[src/stc_pkg.sv]
// Shared constants of the sixteen-bit timer/counter
`default_nettype none

package stc_pkg;

    // Register map, byte addresses on the AXI4-Lite slave
    localparam int unsigned AXI_ADDR_W     = 4;
    localparam logic [3:0]  ADDR_CONTROL   = 4'h0;
    localparam logic [3:0]  ADDR_COUNT_LOW = 4'h4;
    localparam logic [3:0]  ADDR_COUNT_HI  = 4'h8;
    localparam logic [3:0]  ADDR_STATUS    = 4'hc;

    // Control register fields
    localparam int unsigned BIT_RUN        = 0;
    localparam int unsigned BIT_SOURCE     = 1;
    localparam int unsigned BIT_SYNC_BYP   = 2;
    localparam int unsigned BIT_OSC_EN     = 3;
    localparam int unsigned PS_LSB         = 4;
    localparam int unsigned BIT_LP_STATUS  = 6;
    localparam int unsigned BIT_WIDE       = 7;
    localparam logic [7:0]  CONTROL_RESET  = 8'h00;
    localparam logic [7:0]  CONTROL_WMASK  = 8'hbf;

    // Status register fields
    localparam int unsigned ST_FLAG        = 0;
    localparam int unsigned ST_IE          = 1;

    // Prescale codes
    localparam logic [1:0]  PS_DIV1        = 2'h0;
    localparam logic [1:0]  PS_DIV2        = 2'h1;
    localparam logic [1:0]  PS_DIV4        = 2'h2;
    localparam logic [1:0]  PS_DIV8        = 2'h3;

    // Pin indices of the oscillator/count pair
    localparam int unsigned PIN_OSC_IN     = 0;
    localparam int unsigned PIN_COUNT      = 1;

    // Responses
    localparam logic [1:0]  RESP_OKAY      = 2'h0;
    localparam logic [1:0]  RESP_SLVERR    = 2'h2;

    // Instruction clock is the 40 MHz clock divided by four
    localparam int unsigned CLK_PERIOD_NS  = 25;
    localparam int unsigned INSTR_DIV      = 4;
    localparam logic [1:0]  INSTR_LAST     = 2'(INSTR_DIV - 1);
    localparam logic [15:0] COUNT_MAX      = 16'hffff;

endpackage : stc_pkg

`default_nettype wire

[src/stc_timer_counter.sv]
// Sixteen-bit timer/counter with AXI4-Lite registers
//
// The AXI4-Lite slave port and the address map were decided locally.
`default_nettype none

// Contract
// RQ1: Count only while run bit set
// RQ2: Wide bit selects 16-bit or byte access
// RQ3: Status bit shows system clock from oscillator
// RQ4: Prescale field divides by 1, 2, 4, 8
// RQ5: Oscillator enable bit powers the oscillator
// RQ6: Sync bypass bit only matters for external
// RQ7: Source bit picks external pin or Fosc/4
// RQ8: Timer, synchronous and asynchronous counter modes
// RQ9: Internal source counts every instruction cycle
// RQ10: External source counts rising pin edges
// RQ11: While running, pins are inputs reading 0
// RQ12: Wide mode: high address hits buffer
// RQ13: Wide mode: low read snapshots high byte
// RQ14: Wide mode: low write loads high from buffer
// RQ15: Low write clears prescaler; high does not
// RQ16: Oscillator keeps running in power modes
// RQ17: Software waits oscillator start-up before use
// RQ18: Wrap to zero sets overflow flag
// RQ19: Byte mode: high address is live byte
// RQ20: Async mode writes take effect safely
module stc_timer_counter (
    input  wire logic                          aclk,
    input  wire logic                          aresetn,
    input  wire logic [stc_pkg::AXI_ADDR_W-1:0] s_axi_awaddr,
    input  wire logic                          s_axi_awvalid,
    output logic                               s_axi_awready,
    input  wire logic [31:0]                   s_axi_wdata,
    input  wire logic [3:0]                    s_axi_wstrb,
    input  wire logic                          s_axi_wvalid,
    output logic                               s_axi_wready,
    output logic      [1:0]                    s_axi_bresp,
    output logic                               s_axi_bvalid,
    input  wire logic                          s_axi_bready,
    input  wire logic [stc_pkg::AXI_ADDR_W-1:0] s_axi_araddr,
    input  wire logic                          s_axi_arvalid,
    output logic                               s_axi_arready,
    output logic      [31:0]                   s_axi_rdata,
    output logic      [1:0]                    s_axi_rresp,
    output logic                               s_axi_rvalid,
    input  wire logic                          s_axi_rready,
    input  wire logic                          sysclk_from_lowpower_osc,
    output logic                               lowpower_osc_enable,
    input  wire logic                          osc_input_pin_in,
    output logic                               osc_input_pin_out,
    output logic                               osc_input_pin_oe,
    input  wire logic                          osc_output_pin_in,
    output logic                               osc_output_pin_out,
    output logic                               osc_output_pin_oe,
    input  wire logic [1:0]                    port_direction_bits,
    input  wire logic [1:0]                    port_latch,
    output logic      [1:0]                    port_read,
    output logic                               overflow_flag,
    output logic                               overflow_irq
);

    typedef struct packed {
        logic [7:0]                    ctrl;
        logic [15:0]                   count;
        logic [7:0]                    hbuf;
        logic                          ovf_flag;
        logic                          ovf_ie;
        logic [1:0]                    div;
        logic                          edge_pend;
        logic                          aw_got;
        logic [stc_pkg::AXI_ADDR_W-1:0] awaddr;
        logic                          w_got;
        logic [7:0]                    wdata;
        logic                          wstrb0;
        logic                          bvalid;
        logic [1:0]                    bresp;
        logic                          rvalid;
        logic [7:0]                    rdata;
        logic [1:0]                    rresp;
        logic [1:0]                    pin_oe;
        logic [1:0]                    pin_out;
        logic [1:0]                    port_rd;
    } stc_core_s;

    stc_core_s  s_q;
    stc_core_s  s_d;

    logic [1:0] pin_level;
    logic [1:0] pin_rise;
    logic       instr_tick;
    logic       run;
    logic       ext_src;
    logic       sync_byp;
    logic       wide;
    logic       count_event;
    logic       pre_tick;
    logic       do_write;
    logic       wr_en;
    logic       wr_ctrl;
    logic       wr_low;
    logic       wr_high;
    logic       wr_stat;
    logic       wr_known;
    logic       rd_take;
    logic       rd_low;
    logic       ovf_event;

    // Both pins pass two flip-flops before any logic
    stc_pin_sync #(
        .WIDTH (2)
    ) u_pin_sync (
        .aclk      (aclk),
        .aresetn   (aresetn),
        .pin_raw   ({osc_output_pin_in, osc_input_pin_in}),
        .pin_level (pin_level),
        .pin_rise  (pin_rise)
    );

    // Control fields
    assign run      = s_q.ctrl[stc_pkg::BIT_RUN];
    assign ext_src  = s_q.ctrl[stc_pkg::BIT_SOURCE];
    assign sync_byp = s_q.ctrl[stc_pkg::BIT_SYNC_BYP];
    assign wide     = s_q.ctrl[stc_pkg::BIT_WIDE];

    // Instruction-cycle enable, one pulse in four clocks
    assign instr_tick = (s_q.div == stc_pkg::INSTR_LAST);  // RQ9

    // Mode select: timer, synchronous counter, asynchronous counter
    always_comb begin
        if (!ext_src) begin
            count_event = instr_tick;  // RQ7 RQ8 RQ9
        end else if (sync_byp) begin
            count_event = pin_rise[stc_pkg::PIN_COUNT];  // RQ6 RQ10 RQ20
        end else begin
            count_event = s_q.edge_pend && instr_tick;  // RQ6 RQ10
        end
    end

    // Prescaler sees only events while running
    stc_prescaler #(
        .PRESCALE_W (3)
    ) u_prescaler (
        .aclk      (aclk),
        .aresetn   (aresetn),
        .clear     (wr_low),
        .event_in  (count_event && run),
        .ratio_sel (s_q.ctrl[stc_pkg::PS_LSB +: 2]),
        .tick_out  (pre_tick)
    );

    // Write and read decode
    assign do_write = s_q.aw_got && s_q.w_got && !s_q.bvalid;
    assign wr_en    = do_write && s_q.wstrb0;
    assign wr_ctrl  = wr_en && (s_q.awaddr == stc_pkg::ADDR_CONTROL);
    assign wr_low   = wr_en && (s_q.awaddr == stc_pkg::ADDR_COUNT_LOW);
    assign wr_high  = wr_en && (s_q.awaddr == stc_pkg::ADDR_COUNT_HI);
    assign wr_stat  = wr_en && (s_q.awaddr == stc_pkg::ADDR_STATUS);
    assign wr_known = (s_q.awaddr == stc_pkg::ADDR_CONTROL)
                   || (s_q.awaddr == stc_pkg::ADDR_COUNT_LOW)
                   || (s_q.awaddr == stc_pkg::ADDR_COUNT_HI)
                   || (s_q.awaddr == stc_pkg::ADDR_STATUS);
    assign rd_take  = s_axi_arvalid && s_axi_arready;
    assign rd_low   = rd_take && (s_axi_araddr == stc_pkg::ADDR_COUNT_LOW);

    assign ovf_event = pre_tick && run && !wr_low && !wr_high
                    && (s_q.count == stc_pkg::COUNT_MAX);

    // Next state of the whole block
    always_comb begin
        s_d = s_q;

        // Instruction-clock divider and synchronous edge capture
        s_d.div       = s_q.div + 2'h1;
        s_d.edge_pend = (s_q.edge_pend && !instr_tick) || pin_rise[stc_pkg::PIN_COUNT];

        // Status bit follows the system clock selector
        s_d.ctrl[stc_pkg::BIT_LP_STATUS] = sysclk_from_lowpower_osc;  // RQ3

        // Count up and wrap
        if (pre_tick && run) begin
            s_d.count = s_q.count + 16'h0001;  // RQ1 RQ18
        end

        // Sticky overflow flag, set wins over clear
        s_d.ovf_flag = (s_q.ovf_flag
                       && !(wr_stat && s_q.wdata[stc_pkg::ST_FLAG])) || ovf_event;  // RQ18

        // Register writes override the increment
        if (wr_ctrl) begin
            s_d.ctrl = (s_q.wdata & stc_pkg::CONTROL_WMASK)
                     | ({7'h00, sysclk_from_lowpower_osc} << stc_pkg::BIT_LP_STATUS);
        end
        if (wr_stat) begin
            s_d.ovf_ie = s_q.wdata[stc_pkg::ST_IE];
        end
        if (wr_low) begin
            s_d.count[7:0] = s_q.wdata;  // RQ20
            if (wide) begin
                s_d.count[15:8] = s_q.hbuf;  // RQ14
            end
        end
        if (wr_high) begin
            if (wide) begin
                s_d.hbuf = s_q.wdata;  // RQ12
            end else begin
                s_d.count[15:8] = s_q.wdata;  // RQ19
            end
        end

        // Write address and data, taken in either order
        if (s_axi_awvalid && s_axi_awready) begin
            s_d.aw_got = 1'b1;
            s_d.awaddr = s_axi_awaddr;
        end
        if (s_axi_wvalid && s_axi_wready) begin
            s_d.w_got  = 1'b1;
            s_d.wdata  = s_axi_wdata[7:0];
            s_d.wstrb0 = s_axi_wstrb[0];
        end
        if (do_write) begin
            s_d.aw_got = 1'b0;
            s_d.w_got  = 1'b0;
            s_d.bvalid = 1'b1;
            s_d.bresp  = wr_known ? stc_pkg::RESP_OKAY : stc_pkg::RESP_SLVERR;
        end else if (s_q.bvalid && s_axi_bready) begin
            s_d.bvalid = 1'b0;
        end

        // Read answer, registered, with the low-byte snapshot
        if (rd_take) begin
            s_d.rvalid = 1'b1;
            s_d.rresp  = stc_pkg::RESP_OKAY;
            case (s_axi_araddr)
                stc_pkg::ADDR_CONTROL: begin
                    s_d.rdata = s_q.ctrl;
                end
                stc_pkg::ADDR_COUNT_LOW: begin
                    s_d.rdata = s_q.count[7:0];
                    if (wide) begin
                        s_d.hbuf = s_q.count[15:8];  // RQ13
                    end
                end
                stc_pkg::ADDR_COUNT_HI: begin
                    s_d.rdata = wide ? s_q.hbuf : s_q.count[15:8];  // RQ2 RQ12 RQ19
                end
                stc_pkg::ADDR_STATUS: begin
                    s_d.rdata = {6'h00, s_q.ovf_ie, s_q.ovf_flag};
                end
                default: begin
                    s_d.rdata = 8'h00;
                    s_d.rresp = stc_pkg::RESP_SLVERR;
                end
            endcase
        end else if (s_q.rvalid && s_axi_rready) begin
            s_d.rvalid = 1'b0;
        end

        // Pins forced to inputs reading 0 while running
        if (run) begin
            s_d.pin_oe  = 2'h0;  // RQ11
            s_d.port_rd = 2'h0;  // RQ11
        end else begin
            s_d.pin_oe  = ~port_direction_bits;
            s_d.port_rd = pin_level;
        end
        s_d.pin_out = port_latch;
    end

    always_ff @(posedge aclk) begin
        if (!aresetn) begin
            s_q <= '0;
        end else begin
            s_q <= s_d;
        end
    end

    // Bus outputs
    assign s_axi_awready = !s_q.aw_got && !s_q.bvalid;
    assign s_axi_wready  = !s_q.w_got && !s_q.bvalid;
    assign s_axi_bvalid  = s_q.bvalid;
    assign s_axi_bresp   = s_q.bresp;
    assign s_axi_arready = !s_q.rvalid;
    assign s_axi_rvalid  = s_q.rvalid;
    assign s_axi_rdata   = {24'h000000, s_q.rdata};
    assign s_axi_rresp   = s_q.rresp;

    // Oscillator amplifier depends on its enable bit only, never on power mode
    assign lowpower_osc_enable = s_q.ctrl[stc_pkg::BIT_OSC_EN];  // RQ5 RQ16

    // Pin and flag outputs
    assign osc_input_pin_oe   = s_q.pin_oe[stc_pkg::PIN_OSC_IN];
    assign osc_input_pin_out  = s_q.pin_out[stc_pkg::PIN_OSC_IN];
    assign osc_output_pin_oe  = s_q.pin_oe[stc_pkg::PIN_COUNT];
    assign osc_output_pin_out = s_q.pin_out[stc_pkg::PIN_COUNT];
    assign port_read          = s_q.port_rd;
    assign overflow_flag      = s_q.ovf_flag;
    assign overflow_irq       = s_q.ovf_flag && s_q.ovf_ie;  // RQ18

    // Checks
    a_halt_when_off: assert property (@(posedge aclk) disable iff (!aresetn)
        (!run && !wr_low && !wr_high) |=> (s_q.count == $past(s_q.count)))
        else $error("count moved while stopped"); // RQ1

    a_timer_step: assert property (@(posedge aclk) disable iff (!aresetn)
        (run && !ext_src && s_q.ctrl[5:4] == stc_pkg::PS_DIV1 && instr_tick
         && !wr_low && !wr_high) |=> (s_q.count == $past(s_q.count) + 16'h0001))
        else $error("timer missed an instruction cycle"); // RQ9

    a_timer_quiet: assert property (@(posedge aclk) disable iff (!aresetn)
        (run && !ext_src && !instr_tick && !wr_low && !wr_high)
        |=> (s_q.count == $past(s_q.count)))
        else $error("timer stepped off the instruction cycle"); // RQ7

    a_wide_snapshot: assert property (@(posedge aclk) disable iff (!aresetn)
        (rd_low && wide) |=> (s_q.hbuf == $past(s_q.count[15:8])))
        else $error("high buffer not loaded on low read"); // RQ13

    a_wide_write: assert property (@(posedge aclk) disable iff (!aresetn)
        (wr_low && wide) |=> (s_q.count == {$past(s_q.hbuf), $past(s_q.wdata)}))
        else $error("16-bit write not atomic"); // RQ14

    a_byte_high: assert property (@(posedge aclk) disable iff (!aresetn)
        (wr_high && !wide) |=> (s_q.count[15:8] == $past(s_q.wdata)))
        else $error("live high byte not written"); // RQ19

    a_pins_input: assert property (@(posedge aclk) disable iff (!aresetn)
        run ##1 run |-> (osc_input_pin_oe == 1'b0 && osc_output_pin_oe == 1'b0
                        && port_read == 2'h0))
        else $error("pins driven or read while running"); // RQ11

    a_overflow_wrap: assert property (@(posedge aclk) disable iff (!aresetn)
        ovf_event |=> (s_q.count == 16'h0000 && overflow_flag))
        else $error("overflow did not wrap and flag"); // RQ18

    a_status_track: assert property (@(posedge aclk) disable iff (!aresetn)
        $rose(sysclk_from_lowpower_osc) |=> s_q.ctrl[stc_pkg::BIT_LP_STATUS])
        else $error("clock status bit did not follow"); // RQ3

    a_sync_delay: assert property (@(posedge aclk) disable iff (!aresetn)
        (ext_src && !sync_byp && !instr_tick) |-> !count_event)
        else $error("synchronous counter stepped off cycle"); // RQ6

endmodule : stc_timer_counter

`default_nettype wire

[src/stc_pin_sync.sv]
// Two-stage pin synchroniser with rising-edge detect
`default_nettype none

module stc_pin_sync #(
    parameter int unsigned WIDTH = 2
) (
    input  wire logic             aclk,
    input  wire logic             aresetn,
    input  wire logic [WIDTH-1:0] pin_raw,
    output logic      [WIDTH-1:0] pin_level,
    output logic      [WIDTH-1:0] pin_rise
);

    initial begin
        if (WIDTH < 1) $error("stc_pin_sync: WIDTH must be at least 1");
    end

    typedef struct packed {
        logic [WIDTH-1:0] meta;
        logic [WIDTH-1:0] stable;
        logic [WIDTH-1:0] prev;
    } stc_sync_s;

    stc_sync_s s_q;
    stc_sync_s s_d;

    // Shift chain; only the second stage reads the first
    always_comb begin
        s_d        = s_q;
        s_d.meta   = pin_raw;
        s_d.stable = s_q.meta;
        s_d.prev   = s_q.stable;
    end

    always_ff @(posedge aclk) begin
        if (!aresetn) begin
            s_q <= '0;
        end else begin
            s_q <= s_d;
        end
    end

    assign pin_level = s_q.stable;
    assign pin_rise  = s_q.stable & ~s_q.prev;

endmodule : stc_pin_sync

`default_nettype wire

[src/stc_prescaler.sv]
// Input prescaler of the counter, 1:1 to 1:8
`default_nettype none

module stc_prescaler #(
    parameter int unsigned PRESCALE_W = 3
) (
    input  wire logic       aclk,
    input  wire logic       aresetn,
    input  wire logic       clear,
    input  wire logic       event_in,
    input  wire logic [1:0] ratio_sel,
    output logic            tick_out
);

    initial begin
        if (PRESCALE_W < 3) $error("stc_prescaler: PRESCALE_W below 3 cannot divide by 8");
    end

    typedef struct packed {
        logic [PRESCALE_W-1:0] count;
    } stc_pre_s;

    stc_pre_s              s_q;
    stc_pre_s              s_d;
    logic [PRESCALE_W-1:0] mask;

    // Ratio mask: all low bits set means the last event of a group
    always_comb begin
        case (ratio_sel)
            stc_pkg::PS_DIV2: mask = PRESCALE_W'(1);
            stc_pkg::PS_DIV4: mask = PRESCALE_W'(3);
            stc_pkg::PS_DIV8: mask = PRESCALE_W'(7);
            default:          mask = '0;
        endcase
    end

    assign tick_out = event_in && ((s_q.count & mask) == mask);  // RQ4

    // Count events; a low-byte write clears the count
    always_comb begin
        s_d = s_q;
        if (clear) begin
            s_d.count = '0;  // RQ15
        end else if (event_in) begin
            s_d.count = s_q.count + PRESCALE_W'(1);
        end
    end

    always_ff @(posedge aclk) begin
        if (!aresetn) begin
            s_q <= '0;
        end else begin
            s_q <= s_d;
        end
    end

    a_clear_empties: assert property (@(posedge aclk) disable iff (!aresetn)
        clear |=> (s_q.count == '0)) else $error("prescaler not cleared"); // RQ15

    a_div8_gap: assert property (@(posedge aclk) disable iff (!aresetn)
        (tick_out && ratio_sel == stc_pkg::PS_DIV8 && !clear) |=> !tick_out [*1])
        else $error("prescaler ticked twice in a row at 1:8"); // RQ4

endmodule : stc_prescaler

`default_nettype wire

[config.mk]
export PLATFORM = sky130hd
export DESIGN_NAME = stc_timer_counter
export DESIGN_NICKNAME = d
export VERILOG_FILES = /design/src/stc_pkg.sv /design/src/stc_timer_counter.sv /design/src/stc_pin_sync.sv /design/src/stc_prescaler.sv
export SDC_FILE = /design/constraint.sdc
export NUM_CORES = 1
export LEC_CHECK = 0
export BUFFER_PORTS_ARGS = -buffer_cell sky130_fd_sc_hd__buf_4
export CELL_PAD_IN_SITES_DETAIL_PLACEMENT = 0
export CELL_PAD_IN_SITES_GLOBAL_PLACEMENT = 1
export CORE_MARGIN = 2
export CORE_UTILIZATION = 38
export DETAILED_ROUTE_END_ITERATION = 6
export HOLD_SLACK_MARGIN = 0.02
export PLACE_DENSITY_LB_ADDON = 0.08
export SLEW_MARGIN = 0
export SYNTH_ARGS = -nofsm -noshare
export SYNTH_HDL_FRONTEND = slang
export SYNTH_HIERARCHICAL = 1
export SYNTH_SLANG_ARGS = --single-unit
[constraint.sdc]
create_clock -name aclk -period 3.47 [get_ports aclk]
set_input_delay 0.694 -clock aclk [delete_from_list [all_inputs] [get_ports aclk]]
set_output_delay 0.694 -clock aclk [all_outputs]
set_load 0.01 [all_outputs]
==> results of run 1 <==
## metal layers
| layer | GRT usage | up-vias | part of all wire |
|---|---|---|---|
| met5 | 0 | - | 0 |
| met4 | 0.0486 | 0 | 0.0085 |
| met3 | 0.0374 | 7 | 0.044 |
| met2 | 0.285 | 63 | 0.47 |
| met1 | 0.241 | 1503 | 0.48 |
| li1 | - | 1569 | - |
## sequential cells by signal, summed over array words and instances (netlist names)
register              count
s_q                      48
s_axi_rdata               8
u_prescaler/s_q           3
port_read                 2
u_pin_sync/pin_level      2
u_pin_sync/s_d            2
ext_src                   1
lowpower_osc_enable       1
osc_input_pin_oe          1
osc_input_pin_out         1
osc_output_pin_oe         1
osc_output_pin_out        1
overflow_flag             1
run                       1
s_axi_bresp               1
s_axi_bvalid              1
s_axi_rresp               1
s_axi_rvalid              1
u_pin_sync/s_q            1
## final cells by class
type | count | area share
repair buffers | 57 | 0.0984
clock inverters | 5 | 0.0193
flip-flops and latches | 78 | 0.359
multi-input cells | 327 | 0.444
inverters | 11 | 0.00949
clock buffers | 10 | 0.0316
well taps | 133 | 0.0383
## power by group through the flow
stage	Combinational (mW)	Clock (mW)	Sequential, mW
global placement	0.156	0	0.966
global route	0.175	0.832	0.950
CTS	0.158	0.789	0.945
floorplan	0.120	0	0.958
finish	0.156	0.777	0.945
detailed placement	0.158	0	0.966
## worst min-delay path: stages, from the launching register on
cell and delay [ps]:
dfxtp_1 300, inv_1 40, nor2_1 30
## per-stage QoR
stage | util | cell area [um2]
after detailed placement | 0.420 | 4130
final | 0.443 | 4350
after global placement | 0.420 | 4130
after floorplan | - | 3960
after global routing | 0.443 | 4350
after CTS | 0.443 | 4350
## path summary, 6_finish.rpt
kind / start / to / slack [ps] / cells past startpoint
setup / recovery: u_pin_sync/pin_level[1]$_SDFF_PN0_ / s_q[61]$_SDFF_PN0_ / 640 / 10
hold reg to reg: u_pin_sync/pin_level[0]$_SDFF_PN0_ / port_read[0]$_SDFF_PP0_ / 410 / 2
hold / removal: u_pin_sync/pin_level[0]$_SDFF_PN0_ / port_read[0]$_SDFF_PP0_ / 410 / 2
setup reg to reg: u_pin_sync/pin_level[1]$_SDFF_PN0_ / s_q[61]$_SDFF_PN0_ / 640 / 10
==> metrics.md, run 1 <==
| Metric | Value |
|---|---|
| CTS tree | built |
| CTS Buf Count | 9 |
| Worst stage delay on the critical path | 540 ps |
| Most frequent cells in the layout | dfxtp_1, buf_4, nand2_1 |
| Post-layout minimum cycle time | 2830 ps |
| CP dominant cell by count | nor2b_1 |
| # IOs | 108 |
| Rel. slew slack | 0.462 |
| Drt total wl | 9700 um |
| Area grow syn2layout | 12.6% |
| Netlist Area Pre-Place | 3860 um2 |
| Tightest Pin Transition | 806 ps |
| Hold Vio Cnt, Final | 0 |
| Die height | 105 um |
| Via-per-instance ratio | 5.06 |
| Commonest non-fill, non-tap cell in the layout | dfxtp_1 |
| Clk_skew | 11.6 ps |
| Crit-path leading delay family | simple AND/OR/NAND/NOR gates |
| Vias in the first global route | 2896 |
| Critical-path cell list | nor2b_1, a32oi_1, nor2b_1, inv_1, a221oi_2, and4_1, nand4_4, or4_1, nand3_1, a32o_2 |
| Power share of the sequential group | 0.503 |
| Global-route wire length before repair | 15300 um |
| Clock Path Buffers | 2 |
| FF/Latch Area | 1560 um2 |
| Status | complete, no violations |
| Sw Share | 0.251 |
| Power Dens Cells | 432 nW/um2 |
| Die area | 11000 um2 |
| Die Wd | 105 um |
| Internal | 1.41 mW |
| DRT Pass-1 Iters | 5 |
| Slack of the critical path | 641 ps |
| WHS | 414 ps |
| Initial antenna violation count | 0 |
| Placed cell count | 606 |
| Pre-CTS setup slack | 675 ps |
| Slowest stage cell on the critical path | or4_1 |
| Leakage | 1.76 nW |
| # resized after CTS | 0 |
| Post-Route Setup TNS | 0 ps |
| Ant. Diodes | 0 |
| Gr ovfl total | 0 |
| Core region area | 9820 um2 |
| RSZ-0062 raised after global routing | no |
| Max Freq | 0.353 GHz |
| Final Non-Filler Cells | 621 |
| Combinational group share of total power | 0.083 |
| Critical Path Source Type | register |
| Crit share post-route | 0.815 |
| Layout net count | 545 |
| Buf/Inv on CP | 1 |
| Critical path capture point type | register |
| Initial DRC count | 140 |
| # Post-CTS Setup Buffers | 0 |
| Crit path max fanout | 8 |
| Routed via count | 3142 |
| CP Class | reg2reg |
| Site Rows | 36 |
| Multi-input gate area | 1930 um2 |
| Max cap viols | 0 |
| P_sw | 472 uW |
| Slew Limit Fails | 0 |
| DRC | 0 |
| Final setup violating endpoints | 0 |
| Worst-Skew Late Latency | 360 ps |
| Ys Warns | 6 |
| Peak supply drop | 0.000162 V |
| Final ANT Viol Nets | 0 |
| Root buf cell | clkbuf_8 |
| Clock-pin slew on the worst setup and hold paths | 80 ps |
| Fill count | 1028 |
| Clock share of power | 0.414 |
| Worst EP arrival | 3120 ps |
| H-tree level count | 3 |
| Ratio of cells with drive above 1 in the final layout | 0.178 |
| Hold buffers post-CTS | 0 |
| Worst hold path class | reg2reg |
| WP data required | 3760 ps |
| Power Total | 1.88 mW |
| Avg WL per Cell | 15.6 um |
| Initial Util | 0.393 |
| Pin count of the biggest net entering global routing | 46 |
| Syn_area_per_cell | 8.55 um2 |
| HPWL Detailed | 6710 um |
| CTS Sinks | 78 |
| Count of input and output buffers | 54 |
| Routability cong. | 0.828 |
| Post-Syn Instances | 452 |
| Total Routing Usage GR | 0.177 |
Power figures use the tool's default switching activity.
==> run 2: changes to the inputs <==
Settings changed: CORE_UTILIZATION 38 to 35.
Clock period 3.47 ns to 2.5 ns, I/O delays scaled along.
==> run 2 against run 1 <==
Compared with the run above:
- power grew 34%
- clock skew fell by 6.8 ps
- maximum frequency increased by 20%
- first-iteration DRC count rose by 68%
- register-to-register slack worse by 510 ps
- critical endpoint is now s_q[59]$_SDFF_PN0_
- worst setup slack got worse by 510 ps
- highest routed layer unchanged
==> metrics.md, run 2 (synthesis results as in run 1) <==
| Metric | Value |
|---|---|
| Status | complete, no violations (unchanged) |
| Power share of the sequential group | 0.521 (was 0.503) |
| R2r startpoint | u_pin_sync/pin_level[1]$_SDFF_PN0_ (unchanged) |
| Routability cong. | 0.827 (was 0.828) |
| RSZ-0062 raised after global routing | no (unchanged) |
| Vias in the first global route | 2975 (was 2896) |
| Drt total wl | 9880 um (was 9700 um) |
| DRC | 0 (unchanged) |
| Post-layout minimum cycle time | 2370 ps (was 2830 ps) |
| Most flops, register | s_q (unchanged) |
| Worst-Skew Late Latency | 360 ps (about the same) |
| Power Dens Cells | 570 nW/um2 (was 432 nW/um2) |
| Worst EP arrival | 2670 ps (was 3120 ps) |
| Count of input and output buffers | 54 (unchanged) |
| Commonest non-fill, non-tap cell in the layout | dfxtp_1 (unchanged) |
| Die Wd | 109 um (was 105 um) |
| Util after Layout | 0.409 (was 0.443) |
| Fill count | 1093 (was 1028) |
| CTS tree | built (unchanged) |
| Site Rows | 38 (was 36) |
| WP data required | 2800 ps (was 3760 ps) |
| Max cap viols | 0 (unchanged) |
| Hold Vio Cnt, Final | 0 (unchanged) |
| Worst setup path startpoint | u_pin_sync/pin_level[1]$_SDFF_PN0_ (unchanged) |
| Crit share post-route | 0.947 (was 0.815) |
| Critical path capture point type | register (unchanged) |
| Gr ovfl total | 0 (unchanged) |
| Initial DRC count | 235 (was 140) |
| DRT Pass-1 Iters | 4 (was 5) |
| H-tree level count | 3 (unchanged) |
| Multi-input gate area | 1940 um2 (was 1930 um2) |
| Max Freq | 0.422 GHz (was 0.353 GHz) |
| HPWL Detailed | 7090 um (was 6710 um) |
| Clk_skew | 4.87 ps (was 11.6 ps) |
| # IOs | 108 (unchanged) |
| Ratio of cells with drive above 1 in the final layout | 0.196 (was 0.178) |
| Initial antenna violation count | 0 (unchanged) |
| Peak supply drop | 0.000315 V (was 0.000162 V) |
| Internal | 1.89 mW (was 1.41 mW) |
| Crit path max fanout | 8 (unchanged) |
| Clock Path Buffers | 2 (unchanged) |
| Pin count of the biggest net entering global routing | 37 (was 46) |
| Initial Util | 0.358 (was 0.393) |
| Clock share of power | 0.389 (was 0.414) |
| Worst hold path class | in2reg (was reg2reg) |
| Rel. slew slack | 0.521 (was 0.462) |
| Final ANT Viol Nets | 0 (unchanged) |
| Max reg flops | 48 (unchanged) |
| Area grow syn2layout | 14.3% (was 12.6%) |
| CTS Buf Count | 9 (unchanged) |
| Avg WL per Cell | 15.5 um (was 15.6 um) |
| Routed via count | 3125 (was 3142) |
| Global-route wire length before repair | 15500 um (was 15300 um) |
| Die area | 11900 um2 (was 11000 um2) |
| P_sw | 623 uW (was 472 uW) |
| Clock-pin slew on the worst setup and hold paths | 80 ps (about the same) |
| CTS Sinks | 78 (unchanged) |
| Core region area | 10800 um2 (was 9820 um2) |
| Root buf cell | clkbuf_8 (unchanged) |
| CP Class | reg2reg (unchanged) |
| Combinational group share of total power | 0.090 (was 0.083) |
| Critical Path Source Type | register (unchanged) |
| Via-per-instance ratio | 4.91 (was 5.06) |
| Final setup violating endpoints | 0 (unchanged) |
| Slew Limit Fails | 0 (unchanged) |
| Leakage | 1.80 nW (was 1.76 nW) |
| Die height | 109 um (was 105 um) |
| Slack of the critical path | 133 ps (was 641 ps) |
| Ant. Diodes | 0 (unchanged) |
| Pre-CTS setup slack | -27.5 ps (was 675 ps) |
| Sw Share | 0.247 (was 0.251) |
| Tightest Pin Transition | 718 ps (was 806 ps) |
| Total Routing Usage GR | 0.173 (was 0.177) |
| Hold Startpoint | port_direction_bits[0] (was u_pin_sync/pin_level[0]$_SDFF_PN0_) |
| Layout net count | 552 (was 545) |
| Most frequent cells in the layout | dfxtp_1, buf_4, nand2_1 (unchanged) |
| FF/Latch Area | 1560 um2 (about the same) |
run 2: cell type report:
cell class              instances  share of cell area
multi-input cells             327               0.440
flip-flops and latches         78               0.354
repair buffers                 64               0.112
well taps                     140              0.0397
clock buffers                  14              0.0368
inverters                      11             0.00935
clock inverters                 2             0.00878
run 2: power groups by stage:
stage	Combinational (mW)	Clock (mW)	Sequential [mW]
global route	0.254	1.06	1.32
floorplan	0.167	0	1.33
global placement	0.226	0	1.34
CTS	0.228	1.02	1.31
detailed placement	0.228	0	1.34
finish	0.226	0.980	1.31
run 2: worst max-delay path: stages, from the launching register on:
cell and delay [ps]:
dfxtp_2 340, nor2b_2 150, a32oi_1 120, nor2b_2 180, inv_1 70, a221oi_2 200
and4_4 280, nand4_4 170, or4_1 540, nand3_1 100, a32o_2 160
run 2: routing by layer:
| metal | global-route usage | vias to the layer above | wire [um] | share of wire |
|---|---|---|---|---|
| li1 | - | 1586 | - | - |
| met1 | 0.234 | 1476 | 4750 | 0.48 |
| met2 | 0.277 | 56 | 4760 | 0.48 |
| met3 | 0.0377 | 7 | 269 | 0.027 |
| met4 | 0.0495 | 0 | 107 | 0.011 |
| met5 | 0 | - | 0 | 0 |
run 2: worst paths after layout:
path / endpoint / slack, ps / cells after the start
worst min-delay path: osc_input_pin_oe$_SDFF_PP0_ / 290 / 2
worst max register to register: s_q[59]$_SDFF_PN0_ / 130 / 10
worst min register to register: port_read[0]$_SDFF_PP0_ / 410 / 2
worst max-delay path: s_q[59]$_SDFF_PN0_ / 130 / 10
run 2: through the flow:
step	TNS [ps]	hold slack [ps]	total power, mW	cell area, um2	cells
CTS	0	268	2.56	4400	635
global placement	-29.2	402	1.57	4200	619
floorplan	0	399	1.50	3960	477
finish	0	289	2.52	4420	636
detailed placement	-53.8	400	1.57	4200	619
global route	0	276	2.63	4420	636
run 2: what timing repair did:
action,4_1_cts,5_1_grt
hold buffers,0,0
endpoints found under the setup margin,3,3
pin swaps,0,2
setup buffers,0,1
resized for setup,3,4
